### config.mk
export PLATFORM = sky130hd
export DESIGN_NAME = caf_accept_filter_errcnt
export DESIGN_NICKNAME = d
export VERILOG_FILES = /design/src/core/caf_pkg.sv /design/src/core/caf_accept_filter_errcnt.sv
export SDC_FILE = /design/constraint.sdc
export NUM_CORES = 1
export LEC_CHECK = 0
export ABC_AREA = 1
export BUFFER_PORTS_ARGS = -buffer_cell sky130_fd_sc_hd__buf_2
export CAP_MARGIN = 20
export CORE_UTILIZATION = 39
export CTS_BUF_LIST = sky130_fd_sc_hd__clkbuf_8
export DETAILED_ROUTE_END_ITERATION = 8
export PLACE_DENSITY = 0.65
export SYNTH_ARGS = -nofsm -noshare
export SYNTH_HDL_FRONTEND = slang
export SYNTH_SLANG_ARGS = --single-unit
export TNS_END_PERCENT = 10
### constraint.sdc
create_clock -name clk -period 3.17 [get_ports clk]
set_clock_uncertainty 0.2 [all_clocks]
set_input_delay 0 -clock clk [delete_from_list [all_inputs] [get_ports clk]]
set_output_delay 0 -clock clk [all_outputs]
set_load 0.02 [all_outputs]
### src/core/caf_pkg.sv
// Shared constants and types for the acceptance filter and error counter block.
// Assumes a 32-bit AHB-Lite register bus with one word per register.
package caf_pkg;
    // Printed register indices; byte address is four times the index
    localparam logic [7:0] IDX_CONTROL   = 8'h0b;
    localparam logic [7:0] IDX_MISC      = 8'h0d;
    localparam logic [7:0] IDX_RX_ERR    = 8'h0e;
    localparam logic [7:0] IDX_TX_ERR    = 8'h0f;
    localparam logic [7:0] IDX_PATTERN0  = 8'h10;
    localparam logic [7:0] IDX_MASK0     = 8'h18;
    localparam logic [7:0] ADDR_CONTROL  = 8'(IDX_CONTROL * 4);
    localparam logic [7:0] ADDR_MISC     = 8'(IDX_MISC * 4);
    localparam logic [7:0] ADDR_RX_ERR   = 8'(IDX_RX_ERR * 4);
    localparam logic [7:0] ADDR_TX_ERR   = 8'(IDX_TX_ERR * 4);
    localparam logic [2:0] ADDR_PAT_HI   = 3'h2;  // Byte address bits 7:5 for pattern bytes
    localparam logic [2:0] ADDR_MSK_HI   = 3'h3;  // Byte address bits 7:5 for mask bytes

    // Field positions
    localparam int ORG_LSB     = 4;
    localparam int HIT_LSB     = 0;
    localparam int BUSOFF_HOLD_FLAG_BIT  = 0;

    // Reset values
    localparam logic [7:0] PATTERN_RST = 8'h00;
    localparam logic [7:0] MASK_RST    = 8'h00;
    localparam logic [7:0] ERR_RST     = 8'h00;
    localparam logic [2:0] HIT_RST     = 3'h0;

    localparam int NUM_BYTES = 8;

    // Filter organization encodings
    typedef enum logic [1:0] {
        ORG_TWO_32   = 2'b00,
        ORG_FOUR_16  = 2'b01,
        ORG_EIGHT_8  = 2'b10,
        ORG_CLOSED   = 2'b11
    } caf_org_t;

    // One received frame's identifier as seen by the filter
    typedef struct packed {
        logic [3:0][7:0] identifierBytes;  // Byte 0 is the first on the wire
        logic            extended;
    } caf_frame_t;
endpackage

### src/core/caf_accept_filter_errcnt.sv
// Identifier acceptance filter, error counter views and bus-off hold flag.
// Assumes one clock; frame, counter and mode inputs come from logic on clk.
`timescale 1ns/1ns
`default_nettype none
module caf_accept_filter_errcnt
    import caf_pkg::*;
(
    input  wire logic        clk,
    input  wire logic        arst_n,
    input  wire logic        hsel,
    input  wire logic [31:0] haddr,
    input  wire logic [1:0]  htrans,
    input  wire logic        hwrite,
    input  wire logic [2:0]  hsize,
    input  wire logic [31:0] hwdata,
    input  wire logic        hready,
    output logic      [31:0] hrdata,
    output logic             hreadyout,
    output logic             hresp,
    input  wire logic        initRequest,
    input  wire logic        initAcknowledge,
    input  wire logic        busoffUserRecoveryMode,
    input  wire logic        busOff,
    input  wire logic [7:0]  receiveFaultTally,
    input  wire logic [7:0]  transmitFaultTally,
    input  wire logic        frameValid,
    input  wire caf_frame_t  frameIn,
    output logic             frameAccepted,
    output caf_frame_t       backgroundFrame,
    output caf_frame_t       foregroundFrame,
    output logic [2:0]       filterHitIndex,
    output logic             busoffHoldFlag,
    output logic             recoveryRequest
);

    // One byte of the filter: ones where the bit matches or is masked off
    function automatic logic byteMatch(input logic [7:0] id, input logic [7:0] pat, input logic [7:0] msk);
        byteMatch = &(~(id ^ pat) | msk);
    endfunction

    // Bus state
    logic        wrPend_r,   wrPend_nxt;
    logic        rdPend_r,   rdPend_nxt;
    logic        rdDone_r,   rdDone_nxt;
    logic [7:0]  addr_r,     addr_nxt;
    logic [31:0] rdata_r,    rdata_nxt;
    // Configuration and status
    logic [7:0]  pattern_r   [NUM_BYTES];
    logic [7:0]  pattern_nxt [NUM_BYTES];
    logic [7:0]  mask_r      [NUM_BYTES];
    logic [7:0]  mask_nxt    [NUM_BYTES];
    caf_org_t    org_r,      org_nxt;
    logic [2:0]  hit_r,      hit_nxt;
    logic [7:0]  receive_fault_tally_r,    receive_fault_tally_nxt;
    logic [7:0]  transmit_fault_tally_r,    transmit_fault_tally_nxt;
    logic        hold_r,     hold_nxt;
    logic        busOffPrev_r, busOffPrev_nxt;
    logic        recov_r,    recov_nxt;
    caf_frame_t  bg_r,       bg_nxt;
    caf_frame_t  fg_r,       fg_nxt;
    logic        accept_r,   accept_nxt;

    logic        addrPhase;
    logic        initMode;
    logic        holdW1c;
    logic [7:0]  hitVec;
    logic        anyHit;
    logic [2:0]  hitIdx;
    logic [31:0] readValue;

    // Read data is captured one cycle into the data phase, so a read always
    // sees the effect of a write that just finished; costs one wait state
    assign hreadyout = ~rdPend_r;
    assign hresp     = 1'b0;
    assign hrdata    = rdata_r;
    assign addrPhase = hsel & htrans[1] & hready;
    assign initMode  = initRequest & initAcknowledge;
    assign holdW1c   = wrPend_r && addr_r == ADDR_MISC && hwdata[BUSOFF_HOLD_FLAG_BIT];

    assign frameAccepted   = accept_r;
    assign backgroundFrame = bg_r;
    assign foregroundFrame = fg_r;
    assign filterHitIndex  = hit_r;
    assign busoffHoldFlag  = hold_r;
    assign recoveryRequest = recov_r;

    // Per-filter match for the frame arriving now
    always_comb begin
        hitVec = 8'h00;
        case (org_r)
            ORG_TWO_32: begin
                for (int f = 0; f < 2; f++) begin
                    hitVec[f] = byteMatch(frameIn.identifierBytes[0], pattern_r[4*f], mask_r[4*f])
                              & byteMatch(frameIn.identifierBytes[1], pattern_r[4*f+1], mask_r[4*f+1])
                              & (~frameIn.extended
                                 | (byteMatch(frameIn.identifierBytes[2], pattern_r[4*f+2], mask_r[4*f+2])
                                    & byteMatch(frameIn.identifierBytes[3], pattern_r[4*f+3], mask_r[4*f+3])));
                end
            end
            ORG_FOUR_16: begin
                for (int f = 0; f < 4; f++) begin
                    hitVec[f] = byteMatch(frameIn.identifierBytes[0], pattern_r[2*f], mask_r[2*f])
                              & byteMatch(frameIn.identifierBytes[1], pattern_r[2*f+1], mask_r[2*f+1]);
                end
            end
            ORG_EIGHT_8: begin
                for (int f = 0; f < 8; f++) begin
                    hitVec[f] = byteMatch(frameIn.identifierBytes[0], pattern_r[f], mask_r[f]);
                end
            end
            default: hitVec = 8'h00;
        endcase
    end

    // Lowest numbered matching filter wins the hit index
    always_comb begin
        anyHit = |hitVec;
        hitIdx = 3'h0;
        for (int f = 7; f >= 0; f--) begin
            if (hitVec[f]) begin
                hitIdx = 3'(f);
            end
        end
    end

    // Register read mux; reserved bits read zero
    always_comb begin
        readValue = 32'h0000_0000;
        if (addr_r == ADDR_CONTROL) begin
            readValue[ORG_LSB +: 2] = org_r;
            readValue[HIT_LSB +: 3] = hit_r;
        end else if (addr_r == ADDR_MISC) begin
            readValue[BUSOFF_HOLD_FLAG_BIT] = hold_r;
        end else if (addr_r == ADDR_RX_ERR) begin
            readValue[7:0] = receive_fault_tally_r;
        end else if (addr_r == ADDR_TX_ERR) begin
            readValue[7:0] = transmit_fault_tally_r;
        end else if (addr_r[7:5] == ADDR_PAT_HI) begin
            readValue[7:0] = pattern_r[addr_r[4:2]];
        end else if (addr_r[7:5] == ADDR_MSK_HI) begin
            readValue[7:0] = mask_r[addr_r[4:2]];
        end
    end

    // Bus phase tracking
    always_comb begin
        wrPend_nxt = 1'b0;
        rdPend_nxt = 1'b0;
        rdDone_nxt = 1'b0;
        addr_nxt   = addr_r;
        rdata_nxt  = rdata_r;
        if (rdPend_r) begin
            rdata_nxt  = readValue;
            rdDone_nxt = 1'b1;
        end else if (addrPhase) begin
            addr_nxt   = haddr[7:0];
            wrPend_nxt = hwrite;
            rdPend_nxt = ~hwrite;
        end
    end

    // Configuration writes; filter bytes and layout only move in init mode
    always_comb begin
        pattern_nxt = pattern_r;
        mask_nxt    = mask_r;
        org_nxt     = org_r;
        if (wrPend_r && initMode) begin
            if (addr_r == ADDR_CONTROL) begin
                org_nxt = caf_org_t'(hwdata[ORG_LSB +: 2]);
            end else if (addr_r[7:5] == ADDR_PAT_HI) begin
                pattern_nxt[addr_r[4:2]] = hwdata[7:0];
            end else if (addr_r[7:5] == ADDR_MSK_HI) begin
                mask_nxt[addr_r[4:2]] = hwdata[7:0];
            end
        end
    end

    // Counter views track the error logic; no write path
    always_comb begin
        receive_fault_tally_nxt = receiveFaultTally;
        transmit_fault_tally_nxt = transmitFaultTally;
    end

    // Bus-off hold flag; a bus-off entry in the clearing cycle keeps it set
    always_comb begin
        busOffPrev_nxt = busOff;
        recov_nxt      = holdW1c & hold_r & busOff;
        hold_nxt       = hold_r;
        if (!busOff) begin
            hold_nxt = 1'b0;
        end else if (busoffUserRecoveryMode && !busOffPrev_r) begin
            hold_nxt = 1'b1;
        end else if (holdW1c) begin
            hold_nxt = 1'b0;
        end
    end

    // Background takes every frame; foreground only takes accepted ones
    always_comb begin
        bg_nxt     = bg_r;
        fg_nxt     = fg_r;
        hit_nxt    = hit_r;
        accept_nxt = 1'b0;
        if (frameValid) begin
            bg_nxt = frameIn;
            if (anyHit) begin
                fg_nxt     = frameIn;
                hit_nxt    = hitIdx;
                accept_nxt = 1'b1;
            end
        end
    end

    // State registers
    always_ff @(posedge clk or negedge arst_n) begin
        if (!arst_n) begin
            wrPend_r     <= 1'b0;
            rdPend_r     <= 1'b0;
            rdDone_r     <= 1'b0;
            addr_r       <= 8'h00;
            rdata_r      <= 32'h0000_0000;
            for (int i = 0; i < NUM_BYTES; i++) begin
                pattern_r[i] <= PATTERN_RST;
                mask_r[i]    <= MASK_RST;
            end
            org_r        <= ORG_TWO_32;
            hit_r        <= HIT_RST;
            receive_fault_tally_r      <= ERR_RST;
            transmit_fault_tally_r      <= ERR_RST;
            hold_r       <= 1'b0;
            busOffPrev_r <= 1'b0;
            recov_r      <= 1'b0;
            bg_r         <= '0;
            fg_r         <= '0;
            accept_r     <= 1'b0;
        end else begin
            wrPend_r     <= wrPend_nxt;
            rdPend_r     <= rdPend_nxt;
            rdDone_r     <= rdDone_nxt;
            addr_r       <= addr_nxt;
            rdata_r      <= rdata_nxt;
            pattern_r    <= pattern_nxt;
            mask_r       <= mask_nxt;
            org_r        <= org_nxt;
            hit_r        <= hit_nxt;
            receive_fault_tally_r      <= receive_fault_tally_nxt;
            transmit_fault_tally_r      <= transmit_fault_tally_nxt;
            hold_r       <= hold_nxt;
            busOffPrev_r <= busOffPrev_nxt;
            recov_r      <= recov_nxt;
            bg_r         <= bg_nxt;
            fg_r         <= fg_nxt;
            accept_r     <= accept_nxt;
        end
    end

    // Flat copies of the filter bytes so one compare covers the whole array
    logic [NUM_BYTES*8-1:0] patFlat;
    logic [NUM_BYTES*8-1:0] mskFlat;
    for (genvar g = 0; g < NUM_BYTES; g++) begin : g_flat
        assign patFlat[8*g +: 8] = pattern_r[g];
        assign mskFlat[8*g +: 8] = mask_r[g];
    end
endmodule // caf_accept_filter_errcnt
`default_nettype wire

# Word-level counts from Yosys, hierarchy flattened
# Cells that the tools add are included.
[classes]
n_lt_le_gt_ge = 2
n_eq_ne = 9
n_mux = 40
n_bitwise = 69
reduce_logical = 29
[ops]
columns = ["operator", "n"]
rows = [
  ["64-bit bitwise mux", 2],
  ["8-bit inverter", 16],
  ["8-bit OR", 16],
  ["8-bit AND reduction", 16],
  ["8-bit XOR", 16],
  ["8-bit 2-to-1 mux", 9],
  ["8-bit binary-select mux with 3-bit select", 2],
  ["8-bit by 6-bit equality test with 1-bit output, second input constant", 4],
  ["3-bit 2-to-1 mux", 9],
  ["8-bit demux with 3-bit select", 1],
  ["1-bit AND", 13],
  ["1-bit 2-to-1 mux", 11],
  ["8-bit OR reduction", 1],
  ["7-bit 2-to-1 mux", 1],
  ["3-bit by 2-bit equality test with 1-bit output, second input constant", 2],
  ["2-bit case mux with 3 select lines", 1],
  ["2-bit AND reduction", 3],
  ["1-bit logical AND", 5],
  ["1-bit inverter", 5],
  ["4-bit greater-or-equal comparator, second input constant", 1],
  ["4-bit by 1-bit < comparator with 1-bit output, second input constant", 1],
  ["2-bit 2-to-1 mux", 2],
  ["4-bit 2-to-1 mux", 1],
  ["3-bit inverter with 4-bit output", 1],
  ["other kinds (9)", 10],
]
[word_totals]
reg_bits = 237
in_bits = 128
output_inout_bits = 106
word_cells = 187

# Longest topological paths before layout
[depth]
depth_word = 13
ltp_mapped = 17
depth_no_buf = 16

# Worst setup path after synthesis
# OpenSTA, ideal clock, no wires.
[synth_path]
path_type = "register to register"
startpoint = "register org_r[1]"
endpoint = "register fg_r, in the netlist foregroundFrame[10]"
setup_ns = 0.118
arrival_ns = 1.665
required_ns = 2.852
slack_ns = 1.187
path_stages_with_launch = 12
path_buffers = 1
synth_period_minus_slack_ns = 1.983
cell_sequence = "dfrtp_1 inv_1 ha_1 a21boi_0 nand3_1 o21ai_2 o21ai_4 nand3_4 nand2_8 buf_12 nand3_2 nand2_1"
[synth_via]
elab_chain_cells = 4
elab_cells_between_ends = 8
classes_between = "eq/ne (2); mux (3); reduce/logical (3)"
[synth_rtl]
columns = ["element", "line_no", "text"]
rows = [
  ["start, declared", "caf_accept_filter_errcnt.sv:52", "caf_org_t org_r, org_nxt;"],
  ["start signal, assigned", "caf_accept_filter_errcnt.sv:244", "org_r <= org_nxt;"],
  ["2-bit equality test (tied with other cells)", "caf_accept_filter_errcnt.sv:90", "case (org_r)"],
  ["2-bit case mux with 3 select lines (tied with other cells)", "caf_accept_filter_errcnt.sv:90", ""],
  ["8-bit OR reduction (*)", "caf_accept_filter_errcnt.sv:117", "anyHit = |hitVec;"],
  ["2-bit AND reduction (no source line) (*)", "n/a", ""],
  ["end signal, assigned", "caf_accept_filter_errcnt.sv:252", "fg_r <= fg_nxt;"],
  ["end, declared", "caf_accept_filter_errcnt.sv:60", "caf_frame_t fg_r, fg_nxt;"],
]
# Every way passes the cells marked *; elsewhere a longest branch is shown, timed or not.
# A chain may end at the register's enable or synchronous reset.

# Worst setup path after layout
[layout_path]
startpoint = "register org_r[1]"
endpoint = "register fg_r, in the netlist foregroundFrame[22]"
# The elaborated chain is that of the path after synthesis.

==> metrics.txt <==
cells after synthesis ~1800; Clock Pin Slew Worst Setup and Hold Paths ~0.06 ns; Worst Reg-to-Reg Cells 11; worst reg2reg setup slack between 0.06 and 0.07 ns; clock insertion delay at the later pin of the skew report between 0.5 and 0.6 ns; worst hold stages 4; DRT iter0 DRCs 1383; Post-Synth Adder-Cell Area less than 1%; Final WS setup 0.0672 ns; final net count about 2200; layout cell share with drive strength beyond 1 ~17%; Synth Area in Compound Gates 12.9%; CP Launch Type flip-flop; CTS tree built; Req. time, crit path about 3.5 ns; FF-to-FF End foregroundFrame[22]; via count around 13000; top sig layer met4; drt drc 0; Hold WS between 0.03 and 0.04 ns; Die Span Y roughly 190 microns; Synth Flop Type dfrtp_1; Fin Setup TNS 0 ns; initial antenna violation count 1; CTS Buf Count between 40 and 50; Pre-Repair DR Iteration Count 6; slew margin rel. a little over a third; WP data arrival approximately 3.4 ns; asr flop ratio synth between 90% and 100%; routed length on met2 21.8 mm; final core area utilization around half; Port Buffers about 160; Seq/Total Area, Yosys 44.9%; RSZ-0062 raised after global routing no; CP Cell Sequence inv_1, ha_1, a21boi_0, nand3_1, o21ai_2, o21ai_4, nand4_4, buf_12, nand3_1, dlygate4sd3_1, nand2_1; clock root buffer clkbuf_8; final hold vios 0; Total GRT Usage between 20% and 30%; top-level I/O count 234; Rows 67; synth unique cells ~50; worst hold-check path type input pin to flip-flop; first-pass GRT wire length 74.5 mm; Avg WL per Cell approximately 20 microns; Leakage Power between 8 and 9 nW; Slowest cell on crit path dlygate4sd3_1; Cell Pwr Density around 460 mW/mm^2; synth warn 0; DP Wirelength roughly 37 mm; Peak Freq ~320 MHz; crit end category flip-flop; diode count 0; H-tree depth 2; post-route clock period utilization a little over nine tenths; Starting Density between 30% and 40%; largest net degree at the start of global routing 85; Detailed Route WL a little over 50 mm; vias in the first global route 12100; GRT overflow 0; simple-gate share of the synthesized area a little under a third; Slew Limit Fails 0; r2r startpoint org_r[1]; type of the worst setup path flip-flop to flip-flop; M1 WL around 22 mm; dpl ws about 0.56 ns; crit path time final approximately 3.1 ns; main combinational cell family by area after synthesis simple AND/OR/NAND/NOR gates; share of the synthesized area in the top cell type roughly 45%; drt via density around 5.3; crit-path max FO 28; Die W between 150 and 200 microns; Core Region ~0.033 sq mm; Crit path top cell by count nand3_1; # Max-Cap Violations 0; total power between 0.007 and 0.008 W; WL met3 ~4.9 mm; Worst Tran Pin Value between 0.9 and 1 ns; cell taking the most area after synthesis dfrtp_1; TritonCTS Sinks 237; status complete, no violations; Synth Area in XOR/XNOR 0%; Synth area leaders dfrtp_1 45%, nand2_1 15%, o21ai_0 5.7%; Max clock buf depth 3; Area Growth Syn to Fin 24.0%; Routed Antenna Nets 0; full die area 0.0346 sq mm; Avg Inst Size Synth 7.44 sq um; # setup viols final 0; routability congestion estimate between 1 and 1.5; mux share of post-synthesis cell area under 10%; flops & latches, synth 237; Hold EP busoffHoldFlag; CP peak stage delay roughly 0.60 ns; Max rail drop VDD 0.000296 V; EDFF count, synth 0; Mapped Area 0.0132 sq mm; HP Start busoffUserRecoveryMode
## layout by cell type, fill, tap and decap left out, types with 4 or more instances in the layout
| master | n |
|---|---|
| nor2_2 | 12 |
| buf_4 | 31 |
| mux2_2 | 13 |
| dlygate4sd3_1 | 112 |
| a22oi_1 | 7 |
| o22ai_1 | 35 |
| nand3_2 | 30 |
| nand3_1 | 139 |
| buf_12 | 4 |
| o211ai_1 | 4 |
| o21ai_0 | 151 |
| conb_1 | 25 |
| clkbuf_8 | 55 |
| nand2_2 | 16 |
| inv_2 | 18 |
| buf_2 | 154 |
| dfrtp_1 | 235 |
| nand2_1 | 519 |
| nor2_1 | 171 |
| o21ai_1 | 20 |
| inv_1 | 204 |
| a21oi_1 | 66 |
| nand4_1 | 8 |
| nor3_1 | 6 |
## power breakdown
| group | internal [W] | leakage, nW | switching (W) |
|---|---|---|---|
| Combinational | 0.000441 | 4.44 | 0.000884 |
| Clock | 0.00163 | 0.518 | 0.00131 |
| Sequential | 0.00316 | 3.14 | 0.000111 |
## Yosys cell counts (6+ instances only)
master    instances
a21oi_1          66
a22oi_1           7
buf_2            19
buf_4            34
buf_6             7
clkbuf_1         28
dfrtp_1         237
inv_1           186
inv_2            18
mux2_2           13
nand2_1         520
nand2_2          15
nand3_1         139
nand3_2          30
nand4_1           8
nor2_1          172
nor2_2           11
nor3_1            6
o21ai_0         151
o21ai_1          20
o22ai_1          35
## state kept, by name (all words and copies together), names as in the netlist
signal and cells:
mask_r 64, patFlat 64, backgroundFrame 33, foregroundFrame 33
addr_r 8, hrdata 8, receive_fault_tally_r 8, transmit_fault_tally_r 8
filterHitIndex 3, org_r 2, busOffPrev_r 1, busoffHoldFlag 1
frameAccepted 1, rdPend_r 1, recoveryRequest 1, wrPend_r 1
## cell families (layout without fill, tap and decap cells)
| kind of cell | after synthesis | after routing |
|---|---|---|
| buf+inv | 298 | 584 |
| fa+ha+maj | 4 | 4 |
| simple gates | 916 | 916 |
| other cells | 1 | 25 |
| mux | 13 | 13 |
| flops | 237 | 237 |
| compound gates | 306 | 306 |
## worst max-delay path: cells and delay by family (launching register included)
kind                       cells  cell delay (ns)
DFF                            1             0.41
and+or+nand+nor                4             0.51
buffers and inverters          3             0.91
adders and majority gates      1             0.33
AOI/OAI and AO/OA              3             0.66
## final cells by class
type / count / area [sq um]
Inverter: 204 / 766
Timing Repair Buffer: 303 / 2250
Multi-Input combinational cell: 1264 / 6000
Clock buffer: 55 / 757
Fill cell: 3295 / 17100
Sequential cell: 237 / 5930
Tap cell: 448 / 561
Clock inverter: 22 / 116
## worst max-delay path by stage
stage                    from                  end  cells after the start
floorplan            org_r[1]  foregroundFrame[10]                     11
global placement    addr_r[3]            hrdata[7]                      8
detailed placement   org_r[0]  foregroundFrame[32]                     13
CTS                  org_r[0]  foregroundFrame[21]                     12
global route         org_r[1]  foregroundFrame[24]                     11
finish               org_r[1]  foregroundFrame[22]                     11
## stage by stage
step                instance area, sq um  cells
finish                             16400   2533
global route                       16400   2533
CTS                                16400   2533
detailed placement                 14300   2343
global placement                   14300   2343
floorplan                          13300   1799
## timing repair
action                                  CTS  global route
endpoints found under the setup margin    0            14
resized for setup                         0             5
hold buffers                            113             0
endpoints found under the hold margin   420             0
buffers inserted                          0             0
## per-layer routing
layer | up-vias | track usage (%)
met5 | - | 0
met4 | 0 | 11.9
met3 | 117 | 5.65
met2 | 689 | 44.1
met1 | 6387 | 41.6
li1 | 6233 | -
Power figures use the tool's default switching activity.
